<file path="src/rtl/maf_pkg.sv">
// Constants and command encodings for the multi-drop address filter.
// Assumes a command decoder upstream that presents one command code per pulse.
`default_nettype none
package maf_pkg;
   localparam logic [7:0] ADDR_UNASSIGNED = 8'hFF;
   localparam logic [7:0] MASK_ALL = 8'hFF;
   localparam logic [7:0] MASK_NONE = 8'h00;
   localparam logic [7:0] HEX_DIGIT_A = 8'h41;
   localparam logic [7:0] HEX_DIGIT_0 = 8'h30;
   localparam logic [3:0] HEX_TEN = 4'hA;
   typedef enum logic [3:0] {
      MAF_CMD_NONE,
      MAF_CMD_HOLD_ENTRY,
      MAF_CMD_LISTEN,
      MAF_CMD_KILL,
      MAF_CMD_GLOBAL,
      MAF_CMD_MASK,
      MAF_CMD_RESTORE,
      MAF_CMD_SET_ADDR,
      MAF_CMD_SAVE,
      MAF_CMD_SET_OUT,
      MAF_CMD_CLR_OUT,
      MAF_CMD_TOGGLE_OUT,
      MAF_CMD_OPEN_DRAIN,
      MAF_CMD_PUSH_PULL,
      MAF_CMD_REPORT,
      MAF_CMD_OTHER
   } maf_cmd_t;
endpackage
`default_nettype wire

</file>
<file path="src/rtl/maf_address_filter.sv">
// Address filter, listen/ignore state and spare output pin of one drop.
// Assumes a parser on ref_clk_i delivering one-cycle command strobes and a
// nonvolatile store whose contents are presented on stored_addr_i.
//
// Behaviour
// (RL1) With no address configured the unit executes every command.
// (RL2) The unit holds one eight-bit address out of 256 values.
// (RL3) Listening units execute commands; ignoring units do not.
// (RL4) An unassigned stored address reads as all ones.
// (RL5) Info and version reports carry the address as hex text.
// (RL6) Set-address copies holding value into pending register only.
// (RL7) Pending address becomes device address on the save command.
// (RL8) Host keeps only one unit listening while assigning addresses.
// (RL9) Listen command sets listen only when stored address matches.
// (RL10) Kill command sets ignore only when stored address matches.
// (RL11) Holding entries, listen and kill act whatever the state.
// (RL12) Global saves state then forces listen.
// (RL13) Mask saves state then forces ignore.
// (RL14) Restore returns the saved listen or ignore state.
// (RL15) Effective listen or kill also overwrites the saved state.
// (RL16) Second write-clock line doubles as general-purpose output.
// (RL17) Set-output drives pin high, clear-output drives it low.
// (RL18) Toggle-output inverts the pin level.
// (RL19) Pin is open drain or push-pull as last selected.
// (RL20) Global loads the address mask with all ones.
// (RL21) Ignoring units track holding register but give no action.
`default_nettype none
module maf_address_filter
   import maf_pkg::*;
(
   // Clock and reset
   input wire logic ref_clk_i,
   input wire logic resetn_i,
   // Command stream
   input wire logic cmd_valid_i,
   input wire maf_cmd_t cmd_code_i,
   input wire logic [7:0] hold_value_i,
   // Stored configuration
   input wire logic addr_assigned_i,
   input wire logic [7:0] stored_addr_i,
   input wire logic single_synth_i,
   // Execution gate and status
   output logic exec_o,
   output logic listening_o,
   output logic [7:0] device_addr_o,
   output logic [7:0] pending_addr_o,
   output logic [7:0] addr_mask_o,
   output logic save_store_o,
   output logic [15:0] addr_text_o,
   // Spare output pin
   output logic spare_output_port_bit_o,
   output logic spare_output_port_bit_oe_o
);
   // -----------------------------------------------------------------
   // State
   // -----------------------------------------------------------------
   logic listening, next_listening;
   logic saved, next_saved;
   logic [7:0] dev_addr, next_dev_addr;
   logic [7:0] pending, next_pending;
   logic [7:0] mask, next_mask;
   logic exec, next_exec;
   logic save_pulse, next_save_pulse;
   logic [15:0] text, next_text;
   logic pin_level, next_pin_level;
   logic open_drain, next_open_drain;
   logic pin_oe, next_pin_oe;
   logic loaded;
   logic match;
   logic active;

   function automatic logic [7:0] hex_char(input logic [3:0] n);
      hex_char = (n < HEX_TEN) ? HEX_DIGIT_0 + {4'h0, n}
                               : HEX_DIGIT_A + {4'h0, n - HEX_TEN};
   endfunction

   assign match = (stored_addr_i == hold_value_i); // RL9
   // Unconfigured units always execute, listening or not
   assign active = !addr_assigned_i || listening; // RL1 RL3 RL21

   // -----------------------------------------------------------------
   // Next-state logic
   // -----------------------------------------------------------------
   always_comb begin
      next_listening = listening;
      next_saved = saved;
      next_dev_addr = dev_addr;
      next_pending = pending;
      next_mask = mask;
      next_exec = 1'b0;
      next_save_pulse = 1'b0;
      next_pin_level = pin_level;
      next_open_drain = open_drain;
      next_text = {hex_char(dev_addr[7:4]), hex_char(dev_addr[3:0])}; // RL5
      if (!loaded) begin
         next_dev_addr = addr_assigned_i ? stored_addr_i : ADDR_UNASSIGNED; // RL2 RL4
         next_pending = next_dev_addr;
      end else if (cmd_valid_i) begin
         case (cmd_code_i)
            MAF_CMD_HOLD_ENTRY: begin
               next_exec = 1'b0; // RL11
            end
            MAF_CMD_LISTEN: begin
               if (match) begin
                  next_listening = 1'b1; // RL9 RL11
                  next_saved = 1'b1; // RL15
                  next_mask = MASK_ALL;
               end
            end
            MAF_CMD_KILL: begin
               if (match) begin
                  next_listening = 1'b0; // RL10 RL11
                  next_saved = 1'b0; // RL15
                  next_mask = MASK_NONE;
               end
            end
            MAF_CMD_GLOBAL: begin
               next_saved = listening; // RL12
               next_listening = 1'b1; // RL12
               next_mask = MASK_ALL; // RL20
            end
            MAF_CMD_MASK: begin
               next_saved = listening; // RL13
               next_listening = 1'b0; // RL13
               next_mask = MASK_NONE;
            end
            MAF_CMD_RESTORE: begin
               next_listening = saved; // RL14
               next_mask = saved ? MASK_ALL : MASK_NONE;
            end
            default: begin
               if (active) begin
                  next_exec = 1'b1; // RL3
                  case (cmd_code_i)
                     MAF_CMD_SET_ADDR: next_pending = hold_value_i; // RL6
                     MAF_CMD_SAVE: begin
                        next_dev_addr = pending; // RL7
                        next_save_pulse = 1'b1;
                     end
                     MAF_CMD_SET_OUT: if (single_synth_i) next_pin_level = 1'b1; // RL16 RL17
                     MAF_CMD_CLR_OUT: if (single_synth_i) next_pin_level = 1'b0; // RL17
                     MAF_CMD_TOGGLE_OUT: if (single_synth_i) next_pin_level = !pin_level; // RL18
                     MAF_CMD_OPEN_DRAIN: next_open_drain = 1'b1; // RL19
                     MAF_CMD_PUSH_PULL: next_open_drain = 1'b0; // RL19
                     default: next_exec = 1'b1;
                  endcase
               end
            end
         endcase
      end
      // Open drain only drives the low level
      next_pin_oe = next_open_drain ? !next_pin_level : 1'b1; // RL19
   end

   // -----------------------------------------------------------------
   // Registers
   // -----------------------------------------------------------------
   always_ff @(posedge ref_clk_i or negedge resetn_i) begin
      if (!resetn_i) begin
         loaded <= 1'b0;
         listening <= 1'b1;
         saved <= 1'b1;
         dev_addr <= ADDR_UNASSIGNED;
         pending <= ADDR_UNASSIGNED;
         mask <= MASK_ALL;
         exec <= 1'b0;
         save_pulse <= 1'b0;
         text <= 16'h0000;
         pin_level <= 1'b0;
         open_drain <= 1'b0;
         pin_oe <= 1'b1;
      end else begin
         loaded <= 1'b1;
         listening <= next_listening;
         saved <= next_saved;
         dev_addr <= next_dev_addr;
         pending <= next_pending;
         mask <= next_mask;
         exec <= next_exec;
         save_pulse <= next_save_pulse;
         text <= next_text;
         pin_level <= next_pin_level;
         open_drain <= next_open_drain;
         pin_oe <= next_pin_oe;
      end
   end

   assign exec_o = exec;
   assign listening_o = listening;
   assign device_addr_o = dev_addr;
   assign pending_addr_o = pending;
   assign addr_mask_o = mask;
   assign save_store_o = save_pulse;
   assign addr_text_o = text;
   assign spare_output_port_bit_o = pin_level;
   assign spare_output_port_bit_oe_o = pin_oe;

   // -----------------------------------------------------------------
   // Checks
   // -----------------------------------------------------------------
   a_listen_match: assert property (@(posedge ref_clk_i) disable iff (!resetn_i) // RL9
      loaded && cmd_valid_i && cmd_code_i == MAF_CMD_LISTEN && match |=> listening && saved)
      else $error("listen with match did not set listen");

   a_kill_match: assert property (@(posedge ref_clk_i) disable iff (!resetn_i) // RL10
      loaded && cmd_valid_i && cmd_code_i == MAF_CMD_KILL && match |=> !listening && !saved)
      else $error("kill with match did not set ignore");

   a_nomatch_keep: assert property (@(posedge ref_clk_i) disable iff (!resetn_i) // RL9
      loaded && cmd_valid_i && (cmd_code_i == MAF_CMD_LISTEN || cmd_code_i == MAF_CMD_KILL)
      && !match |=> $stable(listening))
      else $error("unmatched listen or kill changed state");

   a_global_force: assert property (@(posedge ref_clk_i) disable iff (!resetn_i) // RL12
      loaded && cmd_valid_i && cmd_code_i == MAF_CMD_GLOBAL |=>
      listening && mask == MASK_ALL && saved == $past(listening))
      else $error("global did not save and force listen");

   a_global_mask: assert property (@(posedge ref_clk_i) disable iff (!resetn_i) // RL20
      loaded && cmd_valid_i && cmd_code_i == MAF_CMD_GLOBAL |=> mask == MASK_ALL)
      else $error("global did not open the address mask");

   a_mask_force: assert property (@(posedge ref_clk_i) disable iff (!resetn_i) // RL13
      loaded && cmd_valid_i && cmd_code_i == MAF_CMD_MASK |=>
      !listening && saved == $past(listening))
      else $error("mask did not save and force ignore");

   a_restore_back: assert property (@(posedge ref_clk_i) disable iff (!resetn_i) // RL14
      loaded && cmd_valid_i && cmd_code_i == MAF_CMD_RESTORE |=> listening == $past(saved))
      else $error("restore did not recover state");

   a_hold_quiet: assert property (@(posedge ref_clk_i) disable iff (!resetn_i) // RL11
      loaded && cmd_valid_i && cmd_code_i == MAF_CMD_HOLD_ENTRY |=> !exec && $stable(listening))
      else $error("holding entry acted on the unit");

   a_ignore_silent: assert property (@(posedge ref_clk_i) disable iff (!resetn_i) // RL21
      !active |=> !exec)
      else $error("ignoring unit executed a command");

   a_listen_exec: assert property (@(posedge ref_clk_i) disable iff (!resetn_i) // RL3
      loaded && listening && cmd_valid_i
      && cmd_code_i inside {MAF_CMD_REPORT, MAF_CMD_OTHER} |=> exec)
      else $error("listening unit did not execute");

   a_unassigned_exec: assert property (@(posedge ref_clk_i) disable iff (!resetn_i) // RL1
      loaded && !addr_assigned_i && cmd_valid_i
      && cmd_code_i inside {MAF_CMD_REPORT, MAF_CMD_OTHER, MAF_CMD_SET_OUT} |=> exec)
      else $error("unassigned unit did not execute");

   // -----------------------------------------------------------------
   // Address checks
   // -----------------------------------------------------------------
   a_load_blank: assert property (@(posedge ref_clk_i) disable iff (!resetn_i) // RL4
      $rose(loaded) && !$past(addr_assigned_i) |-> dev_addr == ADDR_UNASSIGNED)
      else $error("unassigned unit did not read all ones");

   a_load_addr: assert property (@(posedge ref_clk_i) disable iff (!resetn_i) // RL2
      $rose(loaded) && $past(addr_assigned_i) |-> dev_addr == $past(stored_addr_i))
      else $error("stored address not taken at start");

   a_set_addr_pend: assert property (@(posedge ref_clk_i) disable iff (!resetn_i) // RL6
      loaded && active && cmd_valid_i && cmd_code_i == MAF_CMD_SET_ADDR |=>
      pending == $past(hold_value_i) && $stable(dev_addr))
      else $error("set-address touched active address");

   a_save_commit: assert property (@(posedge ref_clk_i) disable iff (!resetn_i) // RL7
      loaded && active && cmd_valid_i && cmd_code_i == MAF_CMD_SAVE |=>
      dev_addr == $past(pending) && save_store_o)
      else $error("save did not commit pending address");

   // -----------------------------------------------------------------
   // Pin checks
   // -----------------------------------------------------------------
   a_set_pin_high: assert property (@(posedge ref_clk_i) disable iff (!resetn_i) // RL17
      loaded && active && single_synth_i && cmd_valid_i && cmd_code_i == MAF_CMD_SET_OUT
      |=> pin_level)
      else $error("set-output did not drive high");

   a_clear_pin_low: assert property (@(posedge ref_clk_i) disable iff (!resetn_i) // RL17
      loaded && active && single_synth_i && cmd_valid_i && cmd_code_i == MAF_CMD_CLR_OUT
      |=> !pin_level)
      else $error("clear-output did not drive low");

   a_toggle_pin: assert property (@(posedge ref_clk_i) disable iff (!resetn_i) // RL18
      loaded && active && single_synth_i && cmd_valid_i && cmd_code_i == MAF_CMD_TOGGLE_OUT
      |=> pin_level != $past(pin_level))
      else $error("toggle did not invert pin");

   a_spare_gated: assert property (@(posedge ref_clk_i) disable iff (!resetn_i) // RL16
      loaded && !single_synth_i && cmd_valid_i
      && cmd_code_i inside {MAF_CMD_SET_OUT, MAF_CMD_CLR_OUT, MAF_CMD_TOGGLE_OUT}
      |=> $stable(pin_level))
      else $error("spare pin moved with two synthesizers");

   a_drain_release: assert property (@(posedge ref_clk_i) disable iff (!resetn_i) // RL19
      open_drain && pin_level |-> !pin_oe)
      else $error("open drain drove a high level");

   a_push_drive: assert property (@(posedge ref_clk_i) disable iff (!resetn_i) // RL19
      !(open_drain && pin_level) |-> pin_oe)
      else $error("pin not driven when it should be");
endmodule // maf_address_filter
`default_nettype wire

</file>
<file path="config.mk">
export PLATFORM = sky130hd
export DESIGN_NAME = maf_address_filter
export DESIGN_NICKNAME = d
export VERILOG_FILES = /design/src/rtl/maf_pkg.sv /design/src/rtl/maf_address_filter.sv
export SDC_FILE = /design/constraint.sdc
export NUM_CORES = 1
export LEC_CHECK = 0
export ABC_CLOCK_PERIOD_IN_PS = 2600
export BUFFER_PORTS_ARGS = -buffer_cell sky130_fd_sc_hd__buf_2
export CAP_MARGIN = 25
export CORE_UTILIZATION = 51
export CTS_BUF_LIST = sky130_fd_sc_hd__clkbuf_4 sky130_fd_sc_hd__clkbuf_8
export DETAILED_ROUTE_END_ITERATION = 7
export PLACE_DENSITY = 0.82
export SLEW_MARGIN = 25
export SYNTH_ARGS = -nofsm -noshare
export SYNTH_HDL_FRONTEND = slang
export SYNTH_SLANG_ARGS = --single-unit
</file>
<file path="constraint.sdc">
create_clock -name ref_clk_i -period 2.6 [get_ports ref_clk_i]
set_input_delay 0.39 -clock ref_clk_i [delete_from_list [all_inputs] [get_ports ref_clk_i]]
set_output_delay 0.39 -clock ref_clk_i [all_outputs]
set_load 0.005 [all_outputs]
</file>
==> flow_metrics.tcl <==
set metrics [dict create \
    switching_share 0.254 \
    portBuffers 67 \
    start_util 0.535 \
    vias 1544 \
    clkTransAtPathRegs_ns 0.08 \
    cts_resized 0 \
    dieArea_um2 4090 \
    drc 0 \
    synth.top_cells.by_area "dfstp_2, dfrtp_1, a221o_1" \
    synth-main-ff-cell "dfstp_2" \
    groute.usage.overall 0.205 \
    hold_viol_final 0 \
    setup_violations 0 \
    postCtsHoldBufs 0 \
    antenna_cells 0 \
    fp.dieW_um 63.9 \
    dr.pass1.iters 4 \
    ys_warn_count 0 \
    multi_input_area_um2 792 \
    internal-power_mw 1.28 \
    fin_cells 295 \
    combPwrFrac 0.197 \
    critical_path_class "register to register" \
    ios 70 \
    pwr-share-seq 0.441 \
    finalCriticalPeriod_ns 2.01 \
    grt_pass1_wl_um 6430 \
    power.share.clock 0.362 \
    num_rows 22 \
    maxSlewHeadroom 0.462 \
    drv_slew 0 \
    die_y_um 63.9 \
    yosysSeqAreaShare 0.498 \
    htreeDepth 2 \
    wl_um 3940 \
    dp.cells 287 \
    period_share 0.774 \
    synthCells 188 \
    critPathRequiredTime_ns 2.82 \
    clk_path_buf_depth 2 \
    grt_antenna_before_repair 0 \
    netlist_area_um2 1960 \
    synth_seq_cells 38 \
    tightest_slew_ns 0.807 \
    synth.most_common_cell "inv_1" \
    viasPerCell 5.23 \
    drive_gt1_frac 0.393 \
    async_flop_share 1.00 \
    first_global_vias 1434 \
    seq_area_um2 975 \
    synth-edff-count 0 \
    fin_skew_ns 0.00381 \
    grt_overflow 0 \
    drt_iter0_drc 79 \
    yosysUniqueCellTypes 36 \
    area_growth_pct 21.6 \
    cp-end-kind "register" \
    vdd_drop_max_mv 0.371 \
    outcome "finished, final reports clean" \
    yosys.area.top_type_share 0.255 \
    synthTopCellsByCount "inv_1, dfrtp_1, dfstp_2, a21oi_1" \
    leakage_nw 1.18 \
    grt_max_degree 39 \
    critical_path_arrival_ns 2.23 \
    clock_latency_ns 0.29 \
    rsz0062_at_grt "false" \
    routedWlPerCell_um 13.3 \
    yosysTopAreaCell "dfstp_2" \
    cp-start-kind "register" \
    power.density_nw_per_um2 719 \
    crit_fanout 12 \
    drt.antenna.violating_nets 0 \
    syn_area_per_cell_um2 10.4 \
    gp_congestion 0.890 \
    fillers 312 \
    max_freq_ghz 0.497 \
    cts-buffers-inserted 5 \
    nets 277 \
    post_cts_buffers 0 \
    cts.sinks 38 \
    p_switching_mw 0.434 \
    tns_ns 0 \
    cap_violations 0 \
    cts-root-buf "clkbuf_8" \
    hold_class "input pin to asynchronous set/reset pin" \
    core_region_area_um2 3660 \
    cts_tree "done" \
    dp_hpwl_um 2970 \
]
-- area by class of cell --
| class | count | share of cell area |
|---|---|---|
| Timing Repair Buffer | 67 | 0.141 |
| Clock buffer | 6 | 0.0347 |
| Clock inverter | 2 | 0.0252 |
| Inverter | 20 | 0.0315 |
| Multi-Input combinational cell | 114 | 0.333 |
| Tap cell | 48 | 0.0252 |
| Sequential cell | 38 | 0.410 |
-- logic make-up after synthesis --
family | Yosys count | share of synthesized area
adder cells (fa/ha/maj) | 6 | 0.0384
XOR/XNOR | 13 | 0.0582
AO/OA/AOI/OAI | 43 | 0.145
multiplexers | 8 | 0.0409
buffers and inverters | 37 | 0.0991
other | 2 | 0.00384
flip-flops | 38 | 0.498
AND/OR/NAND/NOR | 41 | 0.117
-- power groups by stage --
stage	combinational (mW)	sequential (mW)	clock [mW]
6_report	0.336	0.755	0.619
3_5_place_dp	0.340	0.766	0
5_1_grt	0.382	0.765	0.656
4_1_cts	0.341	0.755	0.628
2_1_floorplan	0.213	0.766	0
3_3_place_gp	0.330	0.763	0
-- flip-flops by register name, indices dropped and copies added, names as in the netlist --
| register | flops |
|---|---|
| exec_o | 1 |
| save_store_o | 1 |
| pending_addr_o | 8 |
| addr_mask_o | 1 |
| addr_text_o | 14 |
| open_drain | 1 |
| device_addr_o | 8 |
| spare_output_port_bit_o | 1 |
| loaded | 1 |
| spare_output_port_bit_oe_o | 1 |
| saved | 1 |
-- critical path, stage by stage (launching register included) --
cell      delay (ns)
dfstp_2         0.61
nand2b_1        0.17
nand2_1         0.07
or3_1           0.47
and2_1          0.26
a221o_1         0.36
-- layout by cell type, fill, tap and decap left out, types with 4 or more instances in the layout --
cell	synthesis	final
clkbuf_8	0	6
o21ai_0	4	4
o22ai_1	4	4
dfrtp_1	19	19
nor2_1	6	6
inv_1	20	20
mux2i_1	8	8
and2_1	4	4
a221o_1	10	10
a21oi_1	18	18
nand2_1	10	10
ha_1	6	6
dfstp_2	19	19
xnor2_1	10	10
buf_2	2	67
-- stage by stage --
stage	power [mW]	worst slack, ns	area [um2]	hold WS [ns]	util
2_1_floorplan	0.979	0.657	1960	0.0944	-
3_3_place_gp	1.09	0.635	2240	0.504	0.611
3_5_place_dp	1.11	0.587	2240	0.502	0.611
4_1_cts	1.72	0.581	2380	0.209	0.650
5_1_grt	1.80	0.503	2380	0.256	0.650
6_report	1.71	0.587	2380	0.191	0.650
-- routing by layer --
layer / GRT usage / part of all wire
met1: 0.253 / 0.43
met2: 0.351 / 0.51
met3: 0.0393 / 0.050
met4: 0.0824 / 0.015
met5: 0 / 0
-- worst paths after layout --
check | cells past startpoint | slack [ns] | start | to
worst min-delay path | 1 | 0.19 | resetn_i | exec_o$_DFF_PN0_
worst max-delay path | 5 | 0.59 | addr_mask_o[6]$_DFFE_PN1P_ | pending_addr_o[6]$_DFFE_PN1P_
max in group asynchronous | 1 | 1.91 | resetn_i | loaded$_DFF_PN0_
min in group ref_clk_i | 2 | 0.37 | hold_value_i[6] | pending_addr_o[6]$_DFFE_PN1P_
worst max register to register | 5 | 0.59 | addr_mask_o[6]$_DFFE_PN1P_ | pending_addr_o[6]$_DFFE_PN1P_
worst min register to register | 2 | 0.52 | open_drain$_DFF_PN0_ | open_drain$_DFF_PN0_
No activity file was read; power rests on OpenSTA's default activity.
